## src/hw/nfc_target_pkg.sv

```systemverilog
// Purpose: shared constants and types for the target protocol status block
// Assumes: 32-bit apb, register index times four gives the byte address
// Notes: indices are word indices, not byte addresses
package nfc_target_pkg;
   // register indices
   localparam logic [7:0] IRQ_STATUS_IDX = 8'h0C;
   localparam logic [7:0] LOW_FIELD_IDX = 8'h16;
   localparam logic [7:0] DETECT_LEVEL_IDX = 8'h18;
   localparam logic [7:0] TARGET_PROTOCOL_IDX = 8'h19;
   localparam logic [7:0] ANALOG_TEST_IDX = 8'h1A;
   localparam logic [7:0] FIFO_STATUS_IDX = 8'h1C;

   // reset values
   localparam logic [7:0] TARGET_PROTOCOL_RST = 8'h00;
   localparam logic [7:0] ANALOG_TEST_RST = 8'h00;
   localparam logic [7:0] LEVEL_RST = 8'h00;
   localparam logic [7:0] IRQ_STATUS_RST = 8'h00;

   // interrupt status codes
   localparam logic [7:0] IRQ_FIELD_DETECT = 8'h04;
   localparam logic [7:0] IRQ_SDD_DONE = 8'h08;
   localparam logic [7:0] IRQ_RX_DONE = 8'h40;

   // target protocol fields
   localparam int WAKE_BIT = 7;
   localparam int COLL_BIT = 6;
   localparam int ALT_CODING_BIT = 4;
   localparam int PASSIVE_106_BIT = 3;
   localparam int TYPEB_BIT = 2;
   localparam int RATE_HI_BIT = 1;
   localparam int RATE_LO_BIT = 0;
   localparam logic [7:0] LATCHED_MASK = 8'h1F;

   // bit rate codes
   localparam logic [1:0] RATE_RESERVED = 2'h0;
   localparam logic [1:0] RATE_106 = 2'h1;
   localparam logic [1:0] RATE_212 = 2'h2;
   localparam logic [1:0] RATE_424 = 2'h3;

   // analog test fields
   localparam int KEY_SUBC_IN_BIT = 7;
   localparam int MOD_PIN_SUBCARRIER_OUT_BIT = 6;
   localparam int DIRECT_MOD_BIT = 5;
   localparam int GAIN_TEST_BIT = 0;

   // level register fields
   localparam int LEVEL_LSB = 0;
   localparam int SDD_EN_BIT = 5;

   // descriptor of the first command seen from a reader or initiator
   typedef struct packed {
      logic alt_coding;
      logic sens_or_all_req;
      logic typeb;
      logic [1:0] rate;
   } cmd_info_s;
endpackage

```

## src/hw/target_protocol_status_status.sv

```systemverilog
// Purpose: target protocol status, test routing and event status over apb
// Assumes: all inputs synchronous to pclk; rf level already digitised
// Notes: chip_enable low clears all registers like power-on, except the detect level register
//
// Behaviour
// RL1: field detect in emulation reports status 04
// RL2: auto sdd completion reports status 08
// RL3: received command frame reports status 40
// RL4: type A reads C9, type B C5
// RL5: host reads four rats bytes, answers itself
// RL6: type B reqb shows three fifo bytes
// RL7: reset zero; bits four..zero clear on read
// RL8: bits seven, six live, never latched
// RL9: bit seven: level above wake threshold
// RL10: bit six: level above collision threshold
// RL11: bit four latches alternate coding
// RL12: bit three latches sens or all request
// RL13: bit two latches type B signalling
// RL14: bits one..zero hold first bit rate
// RL15: test seven: keying pin feeds decoder
// RL16: test six: modulation pin outputs subcarrier
// RL17: test five: modulation pin drives tx, reset
// RL18: test zero: gain level on strength bits
// RL19: zero wake field disables wake comparator
// RL20: read clear acts after data returned
//
// Decided for this implementation: register access over APB.
`timescale 1ns/100ps
`default_nettype none
module target_protocol_status_status
   import nfc_target_pkg::*;
#(
   parameter int LEVEL_W = 3,
   parameter int RSSI_W = 3
)
(
   input wire logic pclk,
   input wire logic presetn,
   input wire logic psel,
   input wire logic penable,
   input wire logic pwrite,
   input wire logic [31:0] paddr,
   input wire logic [31:0] pwdata,
   output logic [31:0] prdata,
   output logic pready,
   output logic pslverr,
   input wire logic chip_enable,
   input wire logic card_emulation,
   input wire logic field_detect,
   input wire logic sdd_done,
   input wire logic rx_done,
   input wire logic cmd_valid,
   input wire cmd_info_s cmd_info,
   input wire logic [6:0] fifo_count,
   input wire logic fifo_overflow,
   input wire logic [LEVEL_W-1:0] rf_level,
   input wire logic [RSSI_W-1:0] rssi_level,
   input wire logic [RSSI_W-1:0] gain_level,
   output logic [RSSI_W-1:0] rssi_status,
   output logic irq,
   input wire logic coder_keying,
   input wire logic demod_data,
   input wire logic coder_modulation,
   input wire logic rx_subcarrier,
   input wire logic keying_pin_i,
   output logic keying_pin_o,
   output logic keying_pin_oe,
   input wire logic modulation_pin_i,
   output logic modulation_pin_o,
   output logic modulation_pin_oe,
   output logic decoder_in,
   output logic tx_modulation,
   output logic rx_reset
);

   initial
   begin
      if (LEVEL_W < 3 || LEVEL_W > 8)
         $error("LEVEL_W must be 3 to 8");
      if (RSSI_W < 1 || RSSI_W > 8)
         $error("RSSI_W must be 1 to 8");
   end

   logic [4:0] latched_reg;
   logic first_seen_reg;
   logic [7:0] test_reg;
   logic [7:0] low_field_reg;
   logic [7:0] detect_level_reg;
   logic [7:0] irq_status_reg;
   logic [31:0] prdata_reg;
   logic [31:0] prdata_next;
   logic pslverr_reg;
   logic hit_next;
   logic wake_flag;
   logic coll_flag;
   logic [7:0] protocol_view;
   logic setup;
   logic access_done;
   logic wr_done;
   logic rd_done;
   logic [7:0] word_idx;
   logic [7:0] acc_idx;
   logic [8:0] dec_idx;

   // word index from a byte address; misaligned addresses never decode
   function automatic logic [8:0] decode_idx(input logic [31:0] addr);
      if (addr[1:0] != 2'h0 || addr[31:10] != 22'h0)
         decode_idx = 9'h100;
      else
         decode_idx = {1'b0, addr[9:2]};
   endfunction

   function automatic logic above(input logic [LEVEL_W-1:0] lvl,
                                  input logic [2:0] thr);
      above = lvl > LEVEL_W'(thr);
   endfunction

   assign setup = psel && !penable;
   assign access_done = psel && penable;
   assign wr_done = access_done && pwrite;
   assign rd_done = access_done && !pwrite;
   assign acc_idx = paddr[9:2];
   assign dec_idx = decode_idx(paddr);
   assign word_idx = dec_idx[7:0];

   // live comparators
   assign wake_flag = (detect_level_reg[LEVEL_LSB +: 3] != 3'h0) && // RL19
                      above(rf_level, detect_level_reg[LEVEL_LSB +: 3]); // RL9
   assign coll_flag = above(rf_level, low_field_reg[LEVEL_LSB +: 3]); // RL10

   // bits seven and six bypass the latches entirely
   assign protocol_view = {wake_flag, coll_flag, 1'b0, latched_reg}; // RL8

   // first command descriptor, held until the host reads it
   always_ff @(posedge pclk or negedge presetn)
   begin
      if (!presetn)
      begin
         latched_reg <= TARGET_PROTOCOL_RST[4:0];
         first_seen_reg <= 1'b0;
      end
      else if (!chip_enable)
      begin
         latched_reg <= TARGET_PROTOCOL_RST[4:0]; // RL7
         first_seen_reg <= 1'b0;
      end
      else if (cmd_valid && !first_seen_reg)
      begin
         // a new first command beats a read clear in the same cycle
         latched_reg[ALT_CODING_BIT] <= cmd_info.alt_coding; // RL11
         latched_reg[PASSIVE_106_BIT] <= cmd_info.sens_or_all_req; // RL12
         latched_reg[TYPEB_BIT] <= cmd_info.typeb; // RL13
         latched_reg[RATE_HI_BIT:RATE_LO_BIT] <= cmd_info.rate; // RL14
         first_seen_reg <= 1'b1; // RL4
      end
      else if (rd_done && acc_idx == TARGET_PROTOCOL_IDX &&
               decode_idx(paddr) != 9'h100)
      begin
         // clear lands on the access edge, data already captured in setup
         latched_reg <= TARGET_PROTOCOL_RST[4:0]; // RL7 RL20
         first_seen_reg <= 1'b0;
      end
   end

   // event status, read to clear, set beats clear
   always_ff @(posedge pclk or negedge presetn)
   begin
      if (!presetn)
         irq_status_reg <= IRQ_STATUS_RST;
      else if (!chip_enable)
         irq_status_reg <= IRQ_STATUS_RST;
      else
      begin
         logic [7:0] keep;
         logic [7:0] set;
         keep = irq_status_reg;
         set = 8'h00;
         if (rd_done && word_idx == IRQ_STATUS_IDX)
            keep = 8'h00;
         if (field_detect && card_emulation)
            set = set | IRQ_FIELD_DETECT; // RL1
         if (sdd_done && detect_level_reg[SDD_EN_BIT])
            set = set | IRQ_SDD_DONE; // RL2
         if (rx_done && card_emulation)
            set = set | IRQ_RX_DONE; // RL3
         irq_status_reg <= keep | set;
      end
   end

   assign irq = irq_status_reg != 8'h00; // RL1 RL2 RL3

   // software written configuration
   always_ff @(posedge pclk or negedge presetn)
   begin
      if (!presetn)
      begin
         test_reg <= ANALOG_TEST_RST;
         low_field_reg <= LEVEL_RST;
      end
      else if (!chip_enable)
      begin
         test_reg <= ANALOG_TEST_RST;
         low_field_reg <= LEVEL_RST;
      end
      else if (wr_done && word_idx == ANALOG_TEST_IDX)
         test_reg <= pwdata[7:0];
      else if (wr_done && word_idx == LOW_FIELD_IDX)
         low_field_reg <= pwdata[7:0];
   end

   // wake level and sdd enable survive enable low, reset only at power-on
   always_ff @(posedge pclk or negedge presetn)
   begin
      if (!presetn)
         detect_level_reg <= LEVEL_RST;
      else if (wr_done && word_idx == DETECT_LEVEL_IDX)
         detect_level_reg <= pwdata[7:0];
   end

   // read mux; data captured in the setup cycle
   always_comb
   begin
      prdata_next = 32'h0000_0000;
      hit_next = 1'b1;
      unique case (decode_idx(paddr))
         {1'b0, IRQ_STATUS_IDX}: prdata_next[7:0] = irq_status_reg;
         {1'b0, LOW_FIELD_IDX}: prdata_next[7:0] = low_field_reg;
         {1'b0, DETECT_LEVEL_IDX}: prdata_next[7:0] = detect_level_reg;
         {1'b0, TARGET_PROTOCOL_IDX}: prdata_next[7:0] = protocol_view; // RL4
         {1'b0, ANALOG_TEST_IDX}: prdata_next[7:0] = test_reg;
         {1'b0, FIFO_STATUS_IDX}:
            prdata_next[7:0] = {fifo_overflow, fifo_count}; // RL6
         default: hit_next = 1'b0;
      endcase
   end

   always_ff @(posedge pclk or negedge presetn)
   begin
      if (!presetn)
      begin
         prdata_reg <= 32'h0000_0000;
         pslverr_reg <= 1'b0;
      end
      else if (setup)
      begin
         prdata_reg <= pwrite ? 32'h0000_0000 : prdata_next;
         pslverr_reg <= !hit_next;
      end
   end

   assign prdata = prdata_reg;
   assign pready = 1'b1;
   assign pslverr = pslverr_reg && access_done;

   // signal strength view
   assign rssi_status = test_reg[GAIN_TEST_BIT] ? gain_level : rssi_level; // RL18

   // keying pin routing
   assign keying_pin_oe = !test_reg[KEY_SUBC_IN_BIT]; // RL15
   assign keying_pin_o = test_reg[KEY_SUBC_IN_BIT] ? 1'b0 : coder_keying;
   assign decoder_in = test_reg[KEY_SUBC_IN_BIT] ? keying_pin_i : // RL15
                       demod_data;

   // modulation pin routing; direct drive wins over subcarrier out
   always_comb
   begin
      modulation_pin_oe = 1'b1;
      modulation_pin_o = coder_modulation;
      tx_modulation = coder_modulation;
      rx_reset = 1'b0;
      if (test_reg[DIRECT_MOD_BIT])
      begin
         modulation_pin_oe = 1'b0; // RL17
         modulation_pin_o = 1'b0;
         tx_modulation = modulation_pin_i; // RL17
         rx_reset = modulation_pin_i;
      end
      else if (test_reg[MOD_PIN_SUBCARRIER_OUT_BIT])
         modulation_pin_o = rx_subcarrier; // RL16
   end

endmodule
`default_nettype wire

```

## config.mk

```make
export PLATFORM = sky130hd
export DESIGN_NAME = target_protocol_status_status
export DESIGN_NICKNAME = d
export VERILOG_FILES = /design/src/hw/nfc_target_pkg.sv /design/src/hw/target_protocol_status_status.sv
export SDC_FILE = /design/constraint.sdc
export NUM_CORES = 1
export LEC_CHECK = 0
export BUFFER_PORTS_ARGS = -buffer_cell sky130_fd_sc_hd__buf_2
export CAP_MARGIN = 20
export CORE_UTILIZATION = 45
export CTS_BUF_LIST = sky130_fd_sc_hd__clkbuf_16
export DETAILED_ROUTE_END_ITERATION = 8
export PLACE_DENSITY_LB_ADDON = 0.3
export RECOVER_POWER = 100
export SYNTH_ARGS = -nofsm -noshare
export SYNTH_HDL_FRONTEND = slang
export SYNTH_SLANG_ARGS = --single-unit
```

## constraint.sdc

```tcl
create_clock -name pclk -period 1.6 [get_ports pclk]
set_input_delay 0.48 -clock pclk [delete_from_list [all_inputs] [get_ports pclk]]
set_output_delay 0.48 -clock pclk [all_outputs]
set_load 0.01 [all_outputs]
```

# == Yosys cells after proc, flatten, opt, wreduce, memory -nomap -nowiden ==
# Index checks and enable logic that the tools add are counted.
# word_totals
wordCells,87
reg_bits,71
# op_classes
bitwise,1
order_cmp,2
muxes,32
n_reduce_logical,28
eq_ne,16
# ops
op,count
two-way mux 8 bit,10
case mux 8 bit (6 select lines),1
"equality test 9 x 5 -> 1 bit, second input constant",5
"equality test 8 x 5 -> 1 bit, second input constant",4
two-way mux 9 bit,3
nonzero test 22 bit,1
logical AND 1 bit,16
two-way mux 5 bit,3
two-way mux 1 bit,11
"equality test 9 x 4 -> 1 bit, second input constant",1
"inequality test 9 bit, second input constant",1
"equality test 8 x 4 -> 1 bit, second input constant",1
bitwise OR 8 bit,1
nonzero test 8 bit,1
two-way mux 7 bit,1
> comparator 3 bit,2
two-way mux 3 bit,2
OR reduction 6 bit,1
logical NOT 1 bit,5
two-way mux 4 bit,1
"inequality test 2 x 1 -> 1 bit, second input constant",2
"inequality test 3 x 1 -> 1 bit, second input constant",1
nonzero test 3 bit,1
"inequality test 2 bit, second input constant",1
other kinds (3),3

# == Depth between registers and ports, before layout ==
# logic_depth
word_depth,10
mapped_depth,7
ltp_nobuf,7

# == Worst setup path after synthesis ==
# No wires, ideal clock.
# synth_timing
kind,input port to flip-flop
startpoint,input paddr[17]
endpoint,register detect_level_reg[0]
cell_stages,6
setup_slack_ns,-0.658
t_arrival_ns,2.133
required_ns,1.475
path_cell_list,or4_1 nor2_4 nand4_1 or4_1 buf_6 mux2_4
# synth_between
elab_chain_len,5
# synth_rtl
element,line,source
start: declaration,target_protocol_status_status.sv:42,"input wire logic [31:0] paddr,"
nonzero test 22 bit,target_protocol_status_status.sv:107,if (addr[1:0] != 2'h0 || addr[31:10] != 22'h0)
logical OR 1 bit,target_protocol_status_status.sv:107,
two-way mux 9 bit,n/a,
equality test 8 x 5 -> 1 bit,target_protocol_status_status.sv:216,else if (wr_done && word_idx == DETECT_LEVEL_IDX)
logical AND 1 bit,target_protocol_status_status.sv:216,
end signal: assignment,target_protocol_status_status.sv:217,detect_level_reg <= pwdata[7:0];
end: declaration,target_protocol_status_status.sv:88,logic [7:0] detect_level_reg;
# Every way passes these cells.
# A chain may end at the register's enable or synchronous reset.

# == Final worst setup path ==
# layout_timing
startpoint,input paddr[17]
endpoint,register detect_level_reg[7]
# Same word-level chain as after synthesis.

==> run metrics <==
Least-Margin Pin Slew=0.994 ns; most common cell after layout, fill and taps aside=buf_2; r2r startpoint=low_field_reg[1]; DR WL/cell=14.3 µm; Via Count=2599; DP Cell Count=487; Critical-path top delay cell=or4_4; Starting Density=48.1%; critical path type=in -> reg; core area=5640 µm²; P_leak=1.82 nW; WL final=7190 µm; Worst R2R Setup Slack=0.07 ns; layout cells sized above 1=40.1%; fmax=0.484 GHz; fin util=66.7%; CP dominant cell by count=or4_4; Die Span X=79.6 µm; Worst path max stage delay=0.55 ns; Final ANT Viol Nets=0; Detailed Route Iter0 Violations=101; Worst path top cell family by delay=simple AND/OR/NAND/NOR gates; Port Buffers=98; Crit Path Max Fanout=8; failing checks=setup timing; Tcrit/Tclk final=129%; CP required=1.77 ns; Critical Path End Type=register; Int Power=0.00186 W; final hold viol count=0; RSZ-0062 raised after global routing=true; Relative slew margins=33.7%; # IOs=148; asr flop ratio synth=100%; nature of the critical path startpoint=input pin; CTS Buf Count=5; clock root buffer=clkbuf_16; status=finished with violations; clock skew=0.00690 ns; Nets=537; Clock Path Buffers=2; total grt overflow=0; Post-synth EDFFs=0; synthesis-stage register bit count=42; worst hold endpoint=latched_reg[0]; n_diodes=0; Syn Area/Cell=9.32 µm²; row count=27; Syn Inst Count=291; DR pass1 iterations=4; clock sinks=42; Bufs and invs on worst path=1; worst hold path class=in -> reg; Clock power frac=40.1%; Pwr Density=666 nW/µm²; Setup crit start=paddr[17]; Vias/cell=5.19; vias in the first global route=2371; instance area after placement=3500 µm²; Seq/Total Area, Yosys=38.8%; Clock transition at path regs=0.06 ns; R2R cell count=7; H-tree depth=2; setup TNS=-9.87 ns; CTS tree=yes; Post-CTS Hold Fix Bufs=0; Total GRT Usage=22.5%; max-slew violation count=0; post-layout min period=2.06 ns; ys flop type=dfrtp_1; MaxCap Viol Count=0; worst setup margin=-0.465 ns; Layout Area Growth over Synthesis=38.9%; final instance area=3760 µm²; non-filler instance count after layout=501; WHS Path Cells=2; arrival time at the worst endpoint=2.24 ns; number of remaining DRC errors=0; largest net degree at the start of global routing=43; die area=6340 µm²; HP Start=cmd_info[0]; global-route wire length before repair=11000 µm; most frequent cells in the layout=84 x buf_2, 44 x nand2_1, 42 x dfrtp_1, 42 x buf_4; pre-CTS setup slack=-0.786 ns; routability cong.=0.850; initial antenna violation count=0; critical path cell sequence=buf_6, or4_4, nor2_4, nand4_1, or4_4, mux2_4; post-synthesis cell area=2710 µm²; Comb pwr share=16.3%; Worst R2R End=prdata[6]; Yosys warnings=0; final setup vio count=38; NetSw=0.000648 W; Sw Ratio=25.8%; DP HPWL=5560 µm; die height=79.6 µm; post-synth cell types=44; clk_lat worst skew=0.29 ns; Max rail drop VDD=528 µV; Sequential Power Share=43.5%
through the flow:
step                hold slack (ns)  power [W]
finish                        0.415    0.00251
global route                  0.421    0.00261
CTS                           0.163    0.00251
detailed placement            0.467    0.00149
global placement              0.458    0.00149
floorplan                     0.184    0.00131
cell usage after synthesis (2+ instances only):
| master | n | area (µm²) |
|---|---|---|
| nand2_1 | 44 | 165 |
| dfrtp_1 | 42 | 1050 |
| buf_4 | 25 | 188 |
| mux2i_1 | 25 | 250 |
| o21ai_0 | 19 | 95.1 |
| clkbuf_1 | 11 | 41.3 |
| nor2b_1 | 11 | 68.8 |
| inv_1 | 10 | 37.5 |
| nor2_1 | 9 | 33.8 |
| a22oi_1 | 8 | 60.1 |
| mux2_4 | 8 | 120 |
| a21oi_1 | 6 | 30.0 |
| ha_1 | 6 | 75.1 |
| nand3_1 | 6 | 30.0 |
| nand4_1 | 6 | 37.5 |
| a22o_1 | 5 | 43.8 |
| nor3_1 | 5 | 25.0 |
| a31oi_1 | 4 | 25.0 |
| mux2_2 | 4 | 45.0 |
| nor4_1 | 4 | 25.0 |
| and3_1 | 3 | 18.8 |
| and2_1 | 2 | 12.5 |
| and4_1 | 2 | 17.5 |
| buf_1 | 2 | 7.51 |
| conb_1 | 2 | 7.51 |
| nor3b_1 | 2 | 15.0 |
| o2bb2ai_1 | 2 | 17.5 |
| or4_1 | 2 | 15.0 |
power by group through the flow:
stage,sequential (W),clock [W],combinational (W)
finish,0.00109,0.00101,0.000410
global route,0.00109,0.00107,0.000451
CTS,0.00109,0.00102,0.000401
detailed placement,0.00111,0,0.000380
global placement,0.00111,0,0.000372
floorplan,0.00111,0,0.000207
cell type report:
cell class / instances / area (µm²)
fillers: 469 / 1880
well taps: 72 / 90.1
clock buffers: 5 / 125
inverters: 10 / 37.5
repair buffers: 146 / 890
flip-flops and latches: 42 / 1050
clock inverters: 3 / 23.8
multi-input cells: 223 / 1550
timing repair:
action / 4_1_cts / 5_1_grt
setup endpoints to repair: 40 / 47
buffers inserted: 5 / 2
gates resized for setup: 9 / 20
pin swaps: 4 / 10
hold endpoints to repair: 0 / 0
worst max path at each step:
stage | to | slack [ns] | cells past startpoint
after floorplan | detect_level_reg[0] | -0.64 | 6
after global placement | detect_level_reg[2] | -0.78 | 7
after detailed placement | test_reg[5] | -0.79 | 8
after CTS | detect_level_reg[7] | -0.47 | 7
after global routing | detect_level_reg[7] | -0.50 | 6
final | detect_level_reg[7] | -0.46 | 6
kinds of logic (layout without fill, tap and decap cells):
group,Yosys count,after routing,synth area share (%)
fa+ha+maj,6,6,2.77
flops,42,42,38.8
buf+inv,49,164,10.5
simple gates,103,103,19.8
compound gates,52,52,12.6
other cells,2,25,0.277
mux,37,37,15.3
metal layers:
| layer | wire length [µm] | part of all wire (%) | GRT usage, % |
|---|---|---|---|
| met1 | 3160 | 44 | 30.1 |
| met2 | 3550 | 49 | 37.9 |
| met3 | 412 | 5.7 | 3.89 |
| met4 | 65 | 0.90 | 4.91 |
| met5 | 0 | 0 | 0 |
worst reg2reg max path, stage by stage (launching register included):
cell	delay [ns]
dfrtp_1	0.39
inv_2	0.07
ha_4	0.19
nor2b_4	0.12
nor3_2	0.19
o22ai_2	0.10
a221oi_2	0.27
o21ai_1	0.08
Note: power is estimated with default switching activity, not from simulation.
